[config.mk]
export PLATFORM = sky130hd
export DESIGN_NAME = cycle_done_ctrl
export DESIGN_NICKNAME = d
export VERILOG_FILES = /design/src/hdl/cycle_done_pkg.sv /design/src/hdl/cycle_done_ctrl.sv /design/src/hdl/pin_sampler.sv
export SDC_FILE = /design/constraint.sdc
export NUM_CORES = 1
export LEC_CHECK = 0
export BUFFER_PORTS_ARGS = -buffer_cell sky130_fd_sc_hd__buf_2
export CORE_UTILIZATION = 55
export CTS_BUF_LIST = sky130_fd_sc_hd__clkbuf_16
export DETAILED_ROUTE_END_ITERATION = 16
export MAX_ROUTING_LAYER = met4
export PLACE_DENSITY = 0.77
export SLEW_MARGIN = 20
export SYNTH_ARGS = -nofsm -noshare
export SYNTH_HDL_FRONTEND = slang
export SYNTH_SLANG_ARGS = --single-unit
export TNS_END_PERCENT = 10
[constraint.sdc]
create_clock -name clk -period 2.35 [get_ports clk]
set_clock_uncertainty 0.2 [all_clocks]
set_input_delay 0.47 -clock clk [delete_from_list [all_inputs] [get_ports clk]]
set_output_delay 0.47 -clock clk [all_outputs]
set_load 0.1 [all_outputs]
[src/hdl/cycle_done_pkg.sv]
// constants and types for the memory-bus cycle completion block
// assumes a single 10 MHz clock and active-low memory-bus strobes
package cycle_done_pkg;

  // clock rate and self-test window after reset release
  localparam int unsigned CLK_PERIOD_NS     = 100;
  localparam int unsigned SELFTEST_WINDOW_NS = 800;
  localparam int unsigned SELFTEST_CYCLES   =
    (SELFTEST_WINDOW_NS + CLK_PERIOD_NS - 1) / CLK_PERIOD_NS;

  // synchroniser depth and positions of the pin inputs in the sync vector
  localparam int unsigned SYNC_DEPTH = 3;
  localparam int unsigned PIN_DONE   = 0;
  localparam int unsigned PIN_GRANT  = 1;
  localparam int unsigned PIN_WRITE_WINDOW_END_N  = 2;
  localparam int unsigned PIN_SNOOP_WINDOW_END_N  = 3;
  localparam int unsigned PIN_CPU_BURST_READY_N   = 4;
  localparam int unsigned PIN_CNA    = 5;
  localparam int unsigned PIN_MEM_CYCLE_END_N   = 6;
  localparam int unsigned PIN_MEM_BUFFER_READY_N  = 7;
  localparam int unsigned PIN_COUNT  = 8;

  // idle level of every active-low pin after reset
  localparam logic [PIN_COUNT-1:0] PIN_IDLE = 8'hFF;

  // reset values of the outputs
  localparam logic STROBE_IDLE_N = 1'b1;
  localparam logic ATTR_RESET    = 1'b0;

  // kind of a memory-bus cycle requested by the cache core
  typedef enum logic [2:0] {
    KIND_CPU       = 3'h0,
    KIND_LINEFILL  = 3'h1,
    KIND_ALLOCATE  = 3'h2,
    KIND_WRITEBACK = 3'h3,
    KIND_SNOOP_WB  = 3'h4
  } cycle_kind_t;

  // occupancy of the two-deep outstanding-cycle queue
  typedef enum logic [2:0] {
    OCC_IDLE = 3'b001,
    OCC_ONE  = 3'b010,
    OCC_TWO  = 3'b100
  } occupancy_t;

endpackage : cycle_done_pkg

[src/hdl/cycle_done_ctrl.sv]
// memory-bus cycle completion: issues cycles, tracks up to two outstanding,
// retires them on the cycle-done strobe and holds the cycle attributes
// assumes the cache core raises one request at a time and the external
// memory bus controller keeps its own ordering of progress strobes
`timescale 1ns/1ns

module cycle_done_ctrl
  import cycle_done_pkg::*;
#(
  parameter int unsigned SELFTEST_LEN = SELFTEST_CYCLES
) (
  // clock and reset
  input  wire logic        clk,
  input  wire logic        reset_n,
  // memory bus strobes from the external controller
  input  wire logic        cycle_done_n,
  input  wire logic        bus_guarantee_n,
  input  wire logic        write_window_end_n,
  input  wire logic        snoop_window_end_n,
  input  wire logic        cpu_burst_ready_n,
  input  wire logic        next_cycle_request_n,
  input  wire logic        mem_cycle_end_n,
  input  wire logic        mem_buffer_ready_n,
  // cycle request from the cache core, data_transfer_start_n from the bus controller
  input  wire logic        cycle_req,
  input  wire cycle_kind_t cycle_req_kind,
  input  wire logic        cycle_req_write,
  input  wire logic        cycle_req_locked,
  input  wire logic        cycle_req_way,
  input  wire logic        cpu_split_cycle,
  input  wire logic        data_transfer_start_n,
  // cycle strobes and attributes to the memory bus
  output logic             cycle_addr_strobe_n,
  output logic             snoop_addr_strobe_n,
  output logic             latched_split_cycle,
  output logic             write_not_read,
  output logic             way_indicator,
  // status back to the cache core
  output logic             cycle_req_ready,
  output logic             cycle_retired,
  output logic             buffer_commit,
  output logic             buffer_discard,
  output logic             buffer_fill,
  output logic             next_cycle_seen,
  output logic             grant_seen,
  output logic             write_window_seen,
  output logic             snoop_window_open,
  output logic             self_test_request,
  output logic [1:0]       outstanding
);

  initial begin
    if (SELFTEST_LEN < 1 || SELFTEST_LEN > 65535) $error("SELFTEST_LEN out of range");
  end

  // pin sampling
  logic [PIN_COUNT-1:0] pins_raw;
  logic [PIN_COUNT-1:0] pins_ff;

  always_comb begin
    pins_raw            = PIN_IDLE;
    pins_raw[PIN_DONE]  = cycle_done_n;
    pins_raw[PIN_GRANT] = bus_guarantee_n;
    pins_raw[PIN_WRITE_WINDOW_END_N] = write_window_end_n;
    pins_raw[PIN_SNOOP_WINDOW_END_N] = snoop_window_end_n;
    pins_raw[PIN_CPU_BURST_READY_N]  = cpu_burst_ready_n;
    pins_raw[PIN_CNA]   = next_cycle_request_n;
    pins_raw[PIN_MEM_CYCLE_END_N]  = mem_cycle_end_n;
    pins_raw[PIN_MEM_BUFFER_READY_N] = mem_buffer_ready_n;
  end

  pin_sampler #(
    .WIDTH    (PIN_COUNT),
    .IDLE_VAL (PIN_IDLE)
  ) u_pin_sampler (
    .clk      (clk),
    .reset_n  (reset_n),
    .pins_raw (pins_raw),
    .pins_ff  (pins_ff)
  );

  logic done_pin;
  logic grant_now;
  logic write_window_end_n_now;
  logic snoop_window_end_n_now;
  logic cna_now;
  logic mem_buffer_ready_n_now;

  assign done_pin  = ~pins_ff[PIN_DONE];
  assign grant_now = ~pins_ff[PIN_GRANT];
  assign write_window_end_n_now = ~pins_ff[PIN_WRITE_WINDOW_END_N];
  assign snoop_window_end_n_now = ~pins_ff[PIN_SNOOP_WINDOW_END_N];
  assign cna_now   = ~pins_ff[PIN_CNA];
  assign mem_buffer_ready_n_now = ~pins_ff[PIN_MEM_BUFFER_READY_N];

  // cycle attribute decode: kind_is_own for issue, kind_fills_array for retire
  function automatic logic kind_is_own(input cycle_kind_t kind);
    return (kind == KIND_WRITEBACK) || (kind == KIND_SNOOP_WB) || (kind == KIND_ALLOCATE);
  endfunction : kind_is_own

  function automatic logic kind_fills_array(input cycle_kind_t kind, input logic wr);
    return !wr && ((kind == KIND_LINEFILL) || (kind == KIND_ALLOCATE));
  endfunction : kind_fills_array

  // self-test window: the shared pin means self-test only just after reset
  logic [15:0] selftest_cnt_ff;
  logic        selftest_phase_ff;

  always_ff @(posedge clk or negedge reset_n) begin
    if (!reset_n) begin
      selftest_cnt_ff   <= 16'h0000;
      selftest_phase_ff <= 1'b1;
    end else if (selftest_phase_ff) begin
      selftest_cnt_ff <= selftest_cnt_ff + 16'h0001;
      if (selftest_cnt_ff == 16'(SELFTEST_LEN - 1)) begin
        selftest_phase_ff <= 1'b0;
      end
    end
  end

  always_ff @(posedge clk or negedge reset_n) begin
    if (!reset_n) begin
      self_test_request <= ATTR_RESET;
    end else if (selftest_phase_ff && done_pin) begin
      self_test_request <= 1'b1;
    end
  end

  // sampled every edge; only the self-test phase claims the pin instead
  logic done_now;
  assign done_now = done_pin && !selftest_phase_ff;

  // outstanding-cycle queue
  occupancy_t  occ_ff;
  occupancy_t  nxt_occ;
  cycle_kind_t head_kind_ff;
  cycle_kind_t tail_kind_ff;
  logic        head_write_ff;
  logic        tail_write_ff;
  logic        retire;
  logic        accept;

  assign retire = done_now && (occ_ff != OCC_IDLE);
  assign accept = cycle_req && cycle_req_ready;

  always_comb begin
    nxt_occ = occ_ff;
    unique case (occ_ff)
      OCC_IDLE: begin
        if (accept) nxt_occ = OCC_ONE;
      end
      OCC_ONE: begin
        if (accept && !retire) nxt_occ = OCC_TWO;
        else if (!accept && retire) nxt_occ = OCC_IDLE;
      end
      OCC_TWO: begin
        if (retire) nxt_occ = OCC_ONE;
      end
      default: nxt_occ = OCC_IDLE;
    endcase
  end

  always_ff @(posedge clk or negedge reset_n) begin
    if (!reset_n) begin
      occ_ff <= OCC_IDLE;
    end else begin
      occ_ff <= nxt_occ;
    end
  end

  // head is the oldest cycle; retiring it promotes the pipelined one
  always_ff @(posedge clk or negedge reset_n) begin
    if (!reset_n) begin
      head_kind_ff  <= KIND_CPU;
      head_write_ff <= ATTR_RESET;
      tail_kind_ff  <= KIND_CPU;
      tail_write_ff <= ATTR_RESET;
    end else begin
      if (accept && (occ_ff == OCC_IDLE || (occ_ff == OCC_ONE && retire))) begin
        head_kind_ff  <= cycle_req_kind;
        head_write_ff <= cycle_req_write;
      end else if (accept) begin
        tail_kind_ff  <= cycle_req_kind;
        tail_write_ff <= cycle_req_write;
      end else if (retire && occ_ff == OCC_TWO) begin
        head_kind_ff  <= tail_kind_ff;
        head_write_ff <= tail_write_ff;
      end
    end
  end

  // progress of the head cycle; cleared on its retire so the next one starts fresh
  logic grant_ff;
  logic dts_ff;
  logic write_window_end_n_ff;
  logic cna_ff;
  logic progress_en;
  logic cna_window;
  logic cna_take;

  assign progress_en = (occ_ff != OCC_IDLE) && !retire;
  assign cna_window  = (grant_ff || grant_now) && (dts_ff || !data_transfer_start_n);
  assign cna_take    = progress_en && cna_window && cna_now && !cna_ff
                       && (occ_ff == OCC_ONE) && (head_kind_ff != KIND_SNOOP_WB);

  always_ff @(posedge clk or negedge reset_n) begin
    if (!reset_n) begin
      grant_ff <= 1'b0;
      dts_ff   <= 1'b0;
      write_window_end_n_ff <= 1'b0;
      cna_ff   <= 1'b0;
    end else if (retire) begin
      grant_ff <= 1'b0;
      dts_ff   <= 1'b0;
      write_window_end_n_ff <= 1'b0;
      cna_ff   <= 1'b0;
    end else if (progress_en) begin
      if (grant_now) grant_ff <= 1'b1;
      if (!data_transfer_start_n) dts_ff <= 1'b1;
      if (write_window_end_n_now) write_window_end_n_ff <= 1'b1;
      if (cna_take) cna_ff <= 1'b1;
    end
  end

  // snoop window is opened by issue and closed only by its own end strobe
  always_ff @(posedge clk or negedge reset_n) begin
    if (!reset_n) begin
      snoop_window_open <= 1'b0;
    end else if (accept) begin
      snoop_window_open <= 1'b1;
    end else if (snoop_window_end_n_now && (occ_ff != OCC_IDLE)) begin
      snoop_window_open <= 1'b0;
    end
  end

  // request acceptance: idle, or one outstanding with next-cycle request seen
  logic nxt_ready;

  always_comb begin
    nxt_ready = 1'b0;
    unique case (nxt_occ)
      OCC_IDLE: nxt_ready = 1'b1;
      OCC_ONE:  nxt_ready = (occ_ff == OCC_ONE) && !retire && (cna_ff || cna_take) && !accept;
      OCC_TWO:  nxt_ready = 1'b0;
      default:  nxt_ready = 1'b0;
    endcase
  end

  always_ff @(posedge clk or negedge reset_n) begin
    if (!reset_n) begin
      cycle_req_ready <= 1'b0;
    end else begin
      cycle_req_ready <= nxt_ready;
    end
  end

  // address strobes, one clock each
  always_ff @(posedge clk or negedge reset_n) begin
    if (!reset_n) begin
      cycle_addr_strobe_n <= STROBE_IDLE_N;
      snoop_addr_strobe_n <= STROBE_IDLE_N;
    end else begin
      cycle_addr_strobe_n <= !(accept && cycle_req_kind != KIND_SNOOP_WB);
      snoop_addr_strobe_n <= !(accept && cycle_req_kind == KIND_SNOOP_WB);
    end
  end

  // cycle attributes load with the strobe and hold past done or next request
  always_ff @(posedge clk or negedge reset_n) begin
    if (!reset_n) begin
      latched_split_cycle <= ATTR_RESET;
      write_not_read      <= ATTR_RESET;
    end else if (accept) begin
      latched_split_cycle <= !kind_is_own(cycle_req_kind) && cycle_req_locked
                             && cpu_split_cycle;
      write_not_read      <= cycle_req_write;
    end
  end

  always_ff @(posedge clk or negedge reset_n) begin
    if (!reset_n) begin
      way_indicator <= ATTR_RESET;
    end else if (accept) begin
      // way matters for fills, hit writes and writebacks; others show way 0
      if (cycle_req_kind == KIND_LINEFILL || cycle_req_kind == KIND_ALLOCATE
          || cycle_req_kind == KIND_WRITEBACK || cycle_req_kind == KIND_SNOOP_WB
          || (cycle_req_write && cycle_req_locked)
          || (cycle_req_kind == KIND_CPU && cycle_req_write)) begin
        way_indicator <= cycle_req_way;
      end else begin
        way_indicator <= ATTR_RESET;
      end
    end
  end

  // buffer handling for the head cycle
  always_ff @(posedge clk or negedge reset_n) begin
    if (!reset_n) begin
      buffer_commit  <= 1'b0;
      buffer_discard <= 1'b0;
      cycle_retired  <= 1'b0;
    end else begin
      cycle_retired  <= retire;
      buffer_commit  <= retire && kind_fills_array(head_kind_ff, head_write_ff);
      buffer_discard <= retire && !kind_fills_array(head_kind_ff, head_write_ff);
    end
  end

  // read data from memory fills the head buffer, even in the done clock
  always_ff @(posedge clk or negedge reset_n) begin
    if (!reset_n) begin
      buffer_fill <= 1'b0;
    end else begin
      buffer_fill <= mem_buffer_ready_n_now && (occ_ff != OCC_IDLE) && !head_write_ff;
    end
  end

  // progress pulses to the core
  always_ff @(posedge clk or negedge reset_n) begin
    if (!reset_n) begin
      next_cycle_seen   <= 1'b0;
      grant_seen        <= 1'b0;
      write_window_seen <= 1'b0;
    end else begin
      next_cycle_seen   <= cna_take;
      grant_seen        <= progress_en && grant_now && !grant_ff;
      write_window_seen <= progress_en && write_window_end_n_now && !write_window_end_n_ff;
    end
  end

  // queue depth for the core, registered from the next occupancy
  always_ff @(posedge clk or negedge reset_n) begin
    if (!reset_n) begin
      outstanding <= 2'h0;
    end else begin
      unique case (nxt_occ)
        OCC_IDLE: outstanding <= 2'h0;
        OCC_ONE:  outstanding <= 2'h1;
        OCC_TWO:  outstanding <= 2'h2;
        default:  outstanding <= 2'h0;
      endcase
    end
  end

endmodule : cycle_done_ctrl

[src/hdl/pin_sampler.sv]
// three-stage sampler for the memory-bus strobe pins
// assumes pins arrive from outside the clock domain and hold each level for
// at least one clock; the third stage is the level the core uses
`timescale 1ns/1ns
module pin_sampler
  import cycle_done_pkg::*;
#(
  parameter int unsigned        WIDTH    = PIN_COUNT,
  parameter logic [WIDTH-1:0]   IDLE_VAL = PIN_IDLE
) (
  // clock and reset
  input  wire logic             clk,
  input  wire logic             reset_n,
  // raw pins and third-stage sampled levels
  input  wire logic [WIDTH-1:0] pins_raw,
  output logic      [WIDTH-1:0] pins_ff
);

  logic [WIDTH-1:0] meta_ff;
  logic [WIDTH-1:0] stage2_ff;
  logic [WIDTH-1:0] stage3_ff;

  initial begin
    if (WIDTH < 1) $error("pin_sampler needs at least one pin");
  end

  // first stage feeds only the second
  always_ff @(posedge clk or negedge reset_n) begin
    if (!reset_n) begin
      meta_ff   <= IDLE_VAL;
      stage2_ff <= IDLE_VAL;
      stage3_ff <= IDLE_VAL;
    end else begin
      meta_ff   <= pins_raw;
      stage2_ff <= meta_ff;
      stage3_ff <= stage2_ff;
    end
  end

  // strobes are one clock wide: a two-stage agreement filter would swallow
  // them, so the third stage feeds the core as it stands
  assign pins_ff = stage3_ff;

endmodule : pin_sampler
[Word level (Yosys, flattened, before mapping)]
Cells that the tools add are included.
Word-level totals
  bits in registers: 73
  input bits: 19
Cells by class
  mux-type cells: 30
  reduce and logical (&&, ||, !) cells: 70
  add/subtract/negate cells: 1
  equality and inequality tests: 20
  bitwise logic cells: 7
Operators by type and width (count)
  1-bit logical AND: 35
  3-bit two-way mux: 7
  1-bit two-way mux: 20
  16-bit by 1-bit adder with 16-bit output (second input constant): 1
  16-bit by 3-bit equality test with 1-bit output (second input constant): 1
  3-bit by 2-bit equality test with 1-bit output (second input constant): 5
  3-bit by 1-bit equality test with 1-bit output (second input constant): 4
  1-bit zero test: 12
  1-bit logical OR: 12
  2-bit AND reduction: 6
  3-bit equality test (second input constant): 3
  3-bit one-hot mux with 3 select lines: 1
  2-bit nonzero test: 4
  1-bit inverter: 7
  3-bit inequality test (second input constant): 2
  2-bit by 1-bit inequality test with 1-bit output (second input constant): 2
  2-bit inequality test (second input constant): 2
  2-bit one-hot mux with 2 select lines: 1
  3-bit zero test: 1
  3-bit by 1-bit inequality test with 1-bit output (second input constant): 1
  1-bit one-hot mux with 2 select lines: 1

[Logic depth before layout (Yosys ltp)]
  word-level depth: 14
  gate-level depth with buffers: 6
  mapped depth without buffers: 5

[Cells and area by module]
From an unflattened synthesis, not the netlist that was laid out.
Second synthesis, totals
  cell total of the unflattened synthesis: 209
  area total of the unflattened synthesis: 2735.1 um^2
By module, submodules not included
  cycle_done_ctrl: area an instance 2104.5 um^2, cells an instance 185, instances 1, sequential area each 1231.2 um^2
  pin_sampler: area an instance 630.6 um^2, cells an instance 24, instances 1, sequential area each 630.6 um^2

[Least setup slack after synthesis]
No wires, ideal clock.
  kind: reg2reg
  from: register cycle_req_ready
  to: register head_kind_ff[0]
  buffers on the path: 1
  arrival: 2.070 ns
  stages on the path, launching flop included: 6
  clock period less this slack: 2.389 ns
  setup slack: -0.039 ns
  cells stage by stage: dfrtp_1 -> nand2_1 -> and4b_2 -> buf_1 -> a22o_1 -> a21o_1
On the way
  cells in the longest elaborated chain, start to end: 4
  elaborated cells between the ends (all ways): 6
  classes of those cells: eq/ne: 1; mux: 1; reduce/logical: 4
Ends and longest elaborated chain
  start: declaration: line cycle_done_ctrl.sv:39  | output logic cycle_req_ready,
  start signal: assignment: line cycle_done_ctrl.sv:253  | cycle_req_ready <= nxt_ready;
  1-bit logical AND (*): line cycle_done_ctrl.sv:144  | assign accept = cycle_req && cycle_req_ready;
  1-bit logical AND: line cycle_done_ctrl.sv:179  | if (accept && (occ_ff == OCC_IDLE || (occ_ff == OCC_ONE && retire))) begin
  2-bit by 1-bit inequality test with 1-bit output (no line) or 2-bit nonzero test (tied branches)
  2-bit AND reduction (no line)
  end signal: assignment: line cycle_done_ctrl.sv:180  | head_kind_ff <= cycle_req_kind;
  end signal: assignment: line cycle_done_ctrl.sv:186  | head_kind_ff <= tail_kind_ff;
  end: declaration: line cycle_done_ctrl.sv:136  | cycle_kind_t head_kind_ff;
Every way passes the cells marked *; elsewhere a longest branch is shown, timed or not.
A chain may end at the register's enable or synchronous reset.

[Worst setup path after layout]
  from: register occ_ff[0]
  to: register head_kind_ff[0]
On the way
  cells in the longest elaborated chain, start to end: 7
  elaborated cells between the ends (all ways): 13
  classes of those cells: eq/ne: 5; mux: 1; reduce/logical: 7
Ends and longest elaborated chain
  start: declaration: line cycle_done_ctrl.sv:134  | occupancy_t occ_ff;
  start signal: assignment: line cycle_done_ctrl.sv:167  | occ_ff <= nxt_occ;
  3-bit by 1-bit inequality test with 1-bit output: line cycle_done_ctrl.sv:143  | assign retire = done_now && (occ_ff != OCC_IDLE);
  1-bit logical AND: line cycle_done_ctrl.sv:143
  1-bit logical AND: line cycle_done_ctrl.sv:179
  1-bit logical OR: line cycle_done_ctrl.sv:179
  1-bit logical AND: line cycle_done_ctrl.sv:179
  2-bit by 1-bit inequality test with 1-bit output (no line) or 2-bit nonzero test (tied branches)
  2-bit AND reduction (no line)
Several ways; a longest one is shown, not always the timed one.

==> results.md <==
- Xor and xnor fraction of the mapped netlist area: 5.83%
- Seq cells post-synth: 67
- Worst path required time: between 2 and 2.5 ns
- Synth unique cells: 44
- Setup_tns: 0 ns
- Mapped Avg Cell Area: 12.8 um^2
- Sequential area share after synthesis: 66.7%
- Max VDD drop: between 0.0006 and 0.0007 V
- CTS resizes: 0
- Largest net degree at the start of global routing: 29
- Crit-path max FO: 10
- Worst hold slack: between 0.04 and 0.05 ns
- Initial core utilization: about 58%
- Largest family of logic cells by synthesized area: simple AND/OR/NAND/NOR gates
- Top cell type by total area after synthesis: dfrtp_1
- Most frequent cells in the layout: 44 x dfrtp_1, 33 x buf_2, 22 x dfstp_2
- Synth Area in Simple Gates: 12.8%
- Worst setup EP type: flip-flop
- Routed WL: 4.66 mm
- Setup Fix Bufs, Post-CTS: 0
- Total power: just under 4 mW
- Antenna viol nets, final: 0
- Critical path, cell by cell: or4b_4, a211oi_4, nor2_2, a21o_1
- All-Layer GR Usage: roughly 22%
- Worst path max stage delay: 0.57 ns
- Setup violators final: 0
- Setup crit start kind: flip-flop
- Share of layout cells above drive strength 1: 35.3%
- Htree depth: 3
- First-pass GRT wire length: 8.05 mm
- CP max-delay cell: or4b_4
- CP Class: flip-flop to flip-flop
- Leakage power: 1.46 nW
- Clk sinks: 67
- Vias in the first global route: 1744
- Tcrit/Tclk final: 83.3%
- Status: complete, no violations
- Syn Nets: 219
- IO Pins: 36
- Die Span X: 70.1 um
- Max cap viols: 0
- Initial drt markers: 90
- Post-Synth Adder-Cell Area: 0.490%
- Final nets: roughly 270
- Synth Area in Compound Gates: 9.70%
- DRC viols: 0
- RSZ-0062 raised after global routing: false
- Tmin final: 1.96 ns
- Final hold viol count: 0
- CTS Buf Count: 9
- CTS Hold Bufs: 1
- Initial antenna violation count: 0
- Buffers on Ports: 33
- Max_slew headroom: about two thirds
- Die Y: 70.1 um
- Area grow syn2layout: 22.1%
- Pwr/cell area: 1260 nW/um^2
- Std-Cell Rows: 24
- Area after DPL: between 2000 and 3000 um^2
- Post-Synthesis Cells: just under 200
- Grt ovf: 0
- DP HPWL: 3.13 mm
- Antenna cells: 0
- Yosys top cell area share: 44.1%
- Worst-case clock buffer depth: 2
- Worst-Skew Late Latency: about 0.32 ns
- CTS Root Cell: clkbuf_16
- Mux contribution to synthesized area: 2.16%
- Fmax: 0.511 GHz
- Synth Cell Area: 2550 um^2
- Async set or reset register ratio after synthesis: 100%
- Commonest non-fill, non-tap cell in the layout: dfrtp_1
- RePlAce Congestion: 0.808
- Fin area: 3120 um^2
- Yosys warnings: 0
- Router iterations before antenna repair: 4
- Final WS setup: 0.392 ns
- Setup WS pre-CTS: 0.393 ns
- Worst hold path class: input port to flip-flop
- CTS clk-pin slew, worst paths: ~0.050 ns
- Die ar.: slightly below 5000 um^2
- Wire per inst: 15.3 um
- Placeable Area: 4410 um^2
- Worst EP arrival: just under 2 ns
- Total number of vias: 1680
- Max Slew Vio Count: 0
- Post-synth EDFFs: 0
- Synth Flop Type: dfrtp_1
- CTS tree: yes
- Worst-Margin Slew: 0.504 ns
- Mean number of vias per cell: 5.53
- Largest cells by area after synthesis: dfrtp_1 44%, dfstp_2 23%, xnor2_1 4.5%
==> flip-flops by register name, indices dropped and copies added, names as in the netlist, 2 cells and up <==
signal and flops:
head_kind_ff 3, occ_ff 3, outstanding 2, selftest_cnt_ff 16
tail_kind_ff 3, u_pin_sampler.meta_ff 6, u_pin_sampler.pins_ff 6, u_pin_sampler.stage2_ff 6
==> per-layer routing <==
metal	up-vias	GRT usage, %	routed length [um]
met1	819	28.3	2060
met5	-	-	0
met3	11	4.47	212
met4	0	12.0	82
met2	56	33.8	2310
li1	794	-	-
==> per-stage QoR <==
stage                     util, %  cells
after detailed placement     63.7    287
after global placement       63.7    287
after CTS                    70.6    304
after floorplan                 -    199
after global routing         70.6    304
final                        70.6    304
==> logic make-up after synthesis <==
group,count (synthesis)
adder cells (fa/ha/maj),1
XOR/XNOR,17
multiplexers,5
buffers and inverters,13
AO/OA/AOI/OAI,33
AND/OR/NAND/NOR,63
flip-flops,67
==> final cells by class <==
class	count	area [um^2]
multi-input cells	119	792
fillers	318	1300
clock inverters	7	68.8
clock buffers	9	225
inverters	9	33.8
flip-flops and latches	67	1710
repair buffers	41	228
well taps	52	65.1
==> report_power, final <==
part | switching, mW | internal [mW]
clock network | 0.471 | 0.816
registers | 0.129 | 1.38
logic | 0.840 | 0.294
==> worst paths after layout <==
path / from / endpoint / slack, ns / cells after the start
worst max-delay path: occ_ff[0] / head_kind_ff[0] / 0.39 / 4
worst min-delay path: mem_buffer_ready_n / u_pin_sampler.meta_ff[7] / 0.04 / 1
worst max register to register: occ_ff[0] / head_kind_ff[0] / 0.39 / 4
worst min register to register: u_pin_sampler.stage2_ff[2] / u_pin_sampler.pins_ff[2] / 0.15 / 0
max in group asynchronous: reset_n / selftest_phase_ff / 0.84 / 3
min in group asynchronous: reset_n / buffer_fill / 0.39 / 2
==> synthesized netlist by cell type (2+ instances only) <==
library cell  number
a211oi_1           2
a21o_1             3
a21oi_1            4
a22o_1             3
a31oi_1            2
and3_1             2
dfrtp_1           45
dfstp_2           22
inv_1              9
mux2_2             4
nand2_1           16
nand3_1            4
nand4_1            5
nor2_1            11
nor2_2             2
nor2b_1            3
nor3_1             8
nor4_1             5
o21ai_0            7
o41ai_1            2
or2_2              2
xnor2_1           13
xor2_1             4
==> critical path, delay by kind of cell (launching register included) <==
family           cells  cell delay, ns
AO/OA/AOI/OAI        2            0.59
flip-flops           1            0.41
AND/OR/NAND/NOR      2            0.66
Power figures use the tool's default switching activity.
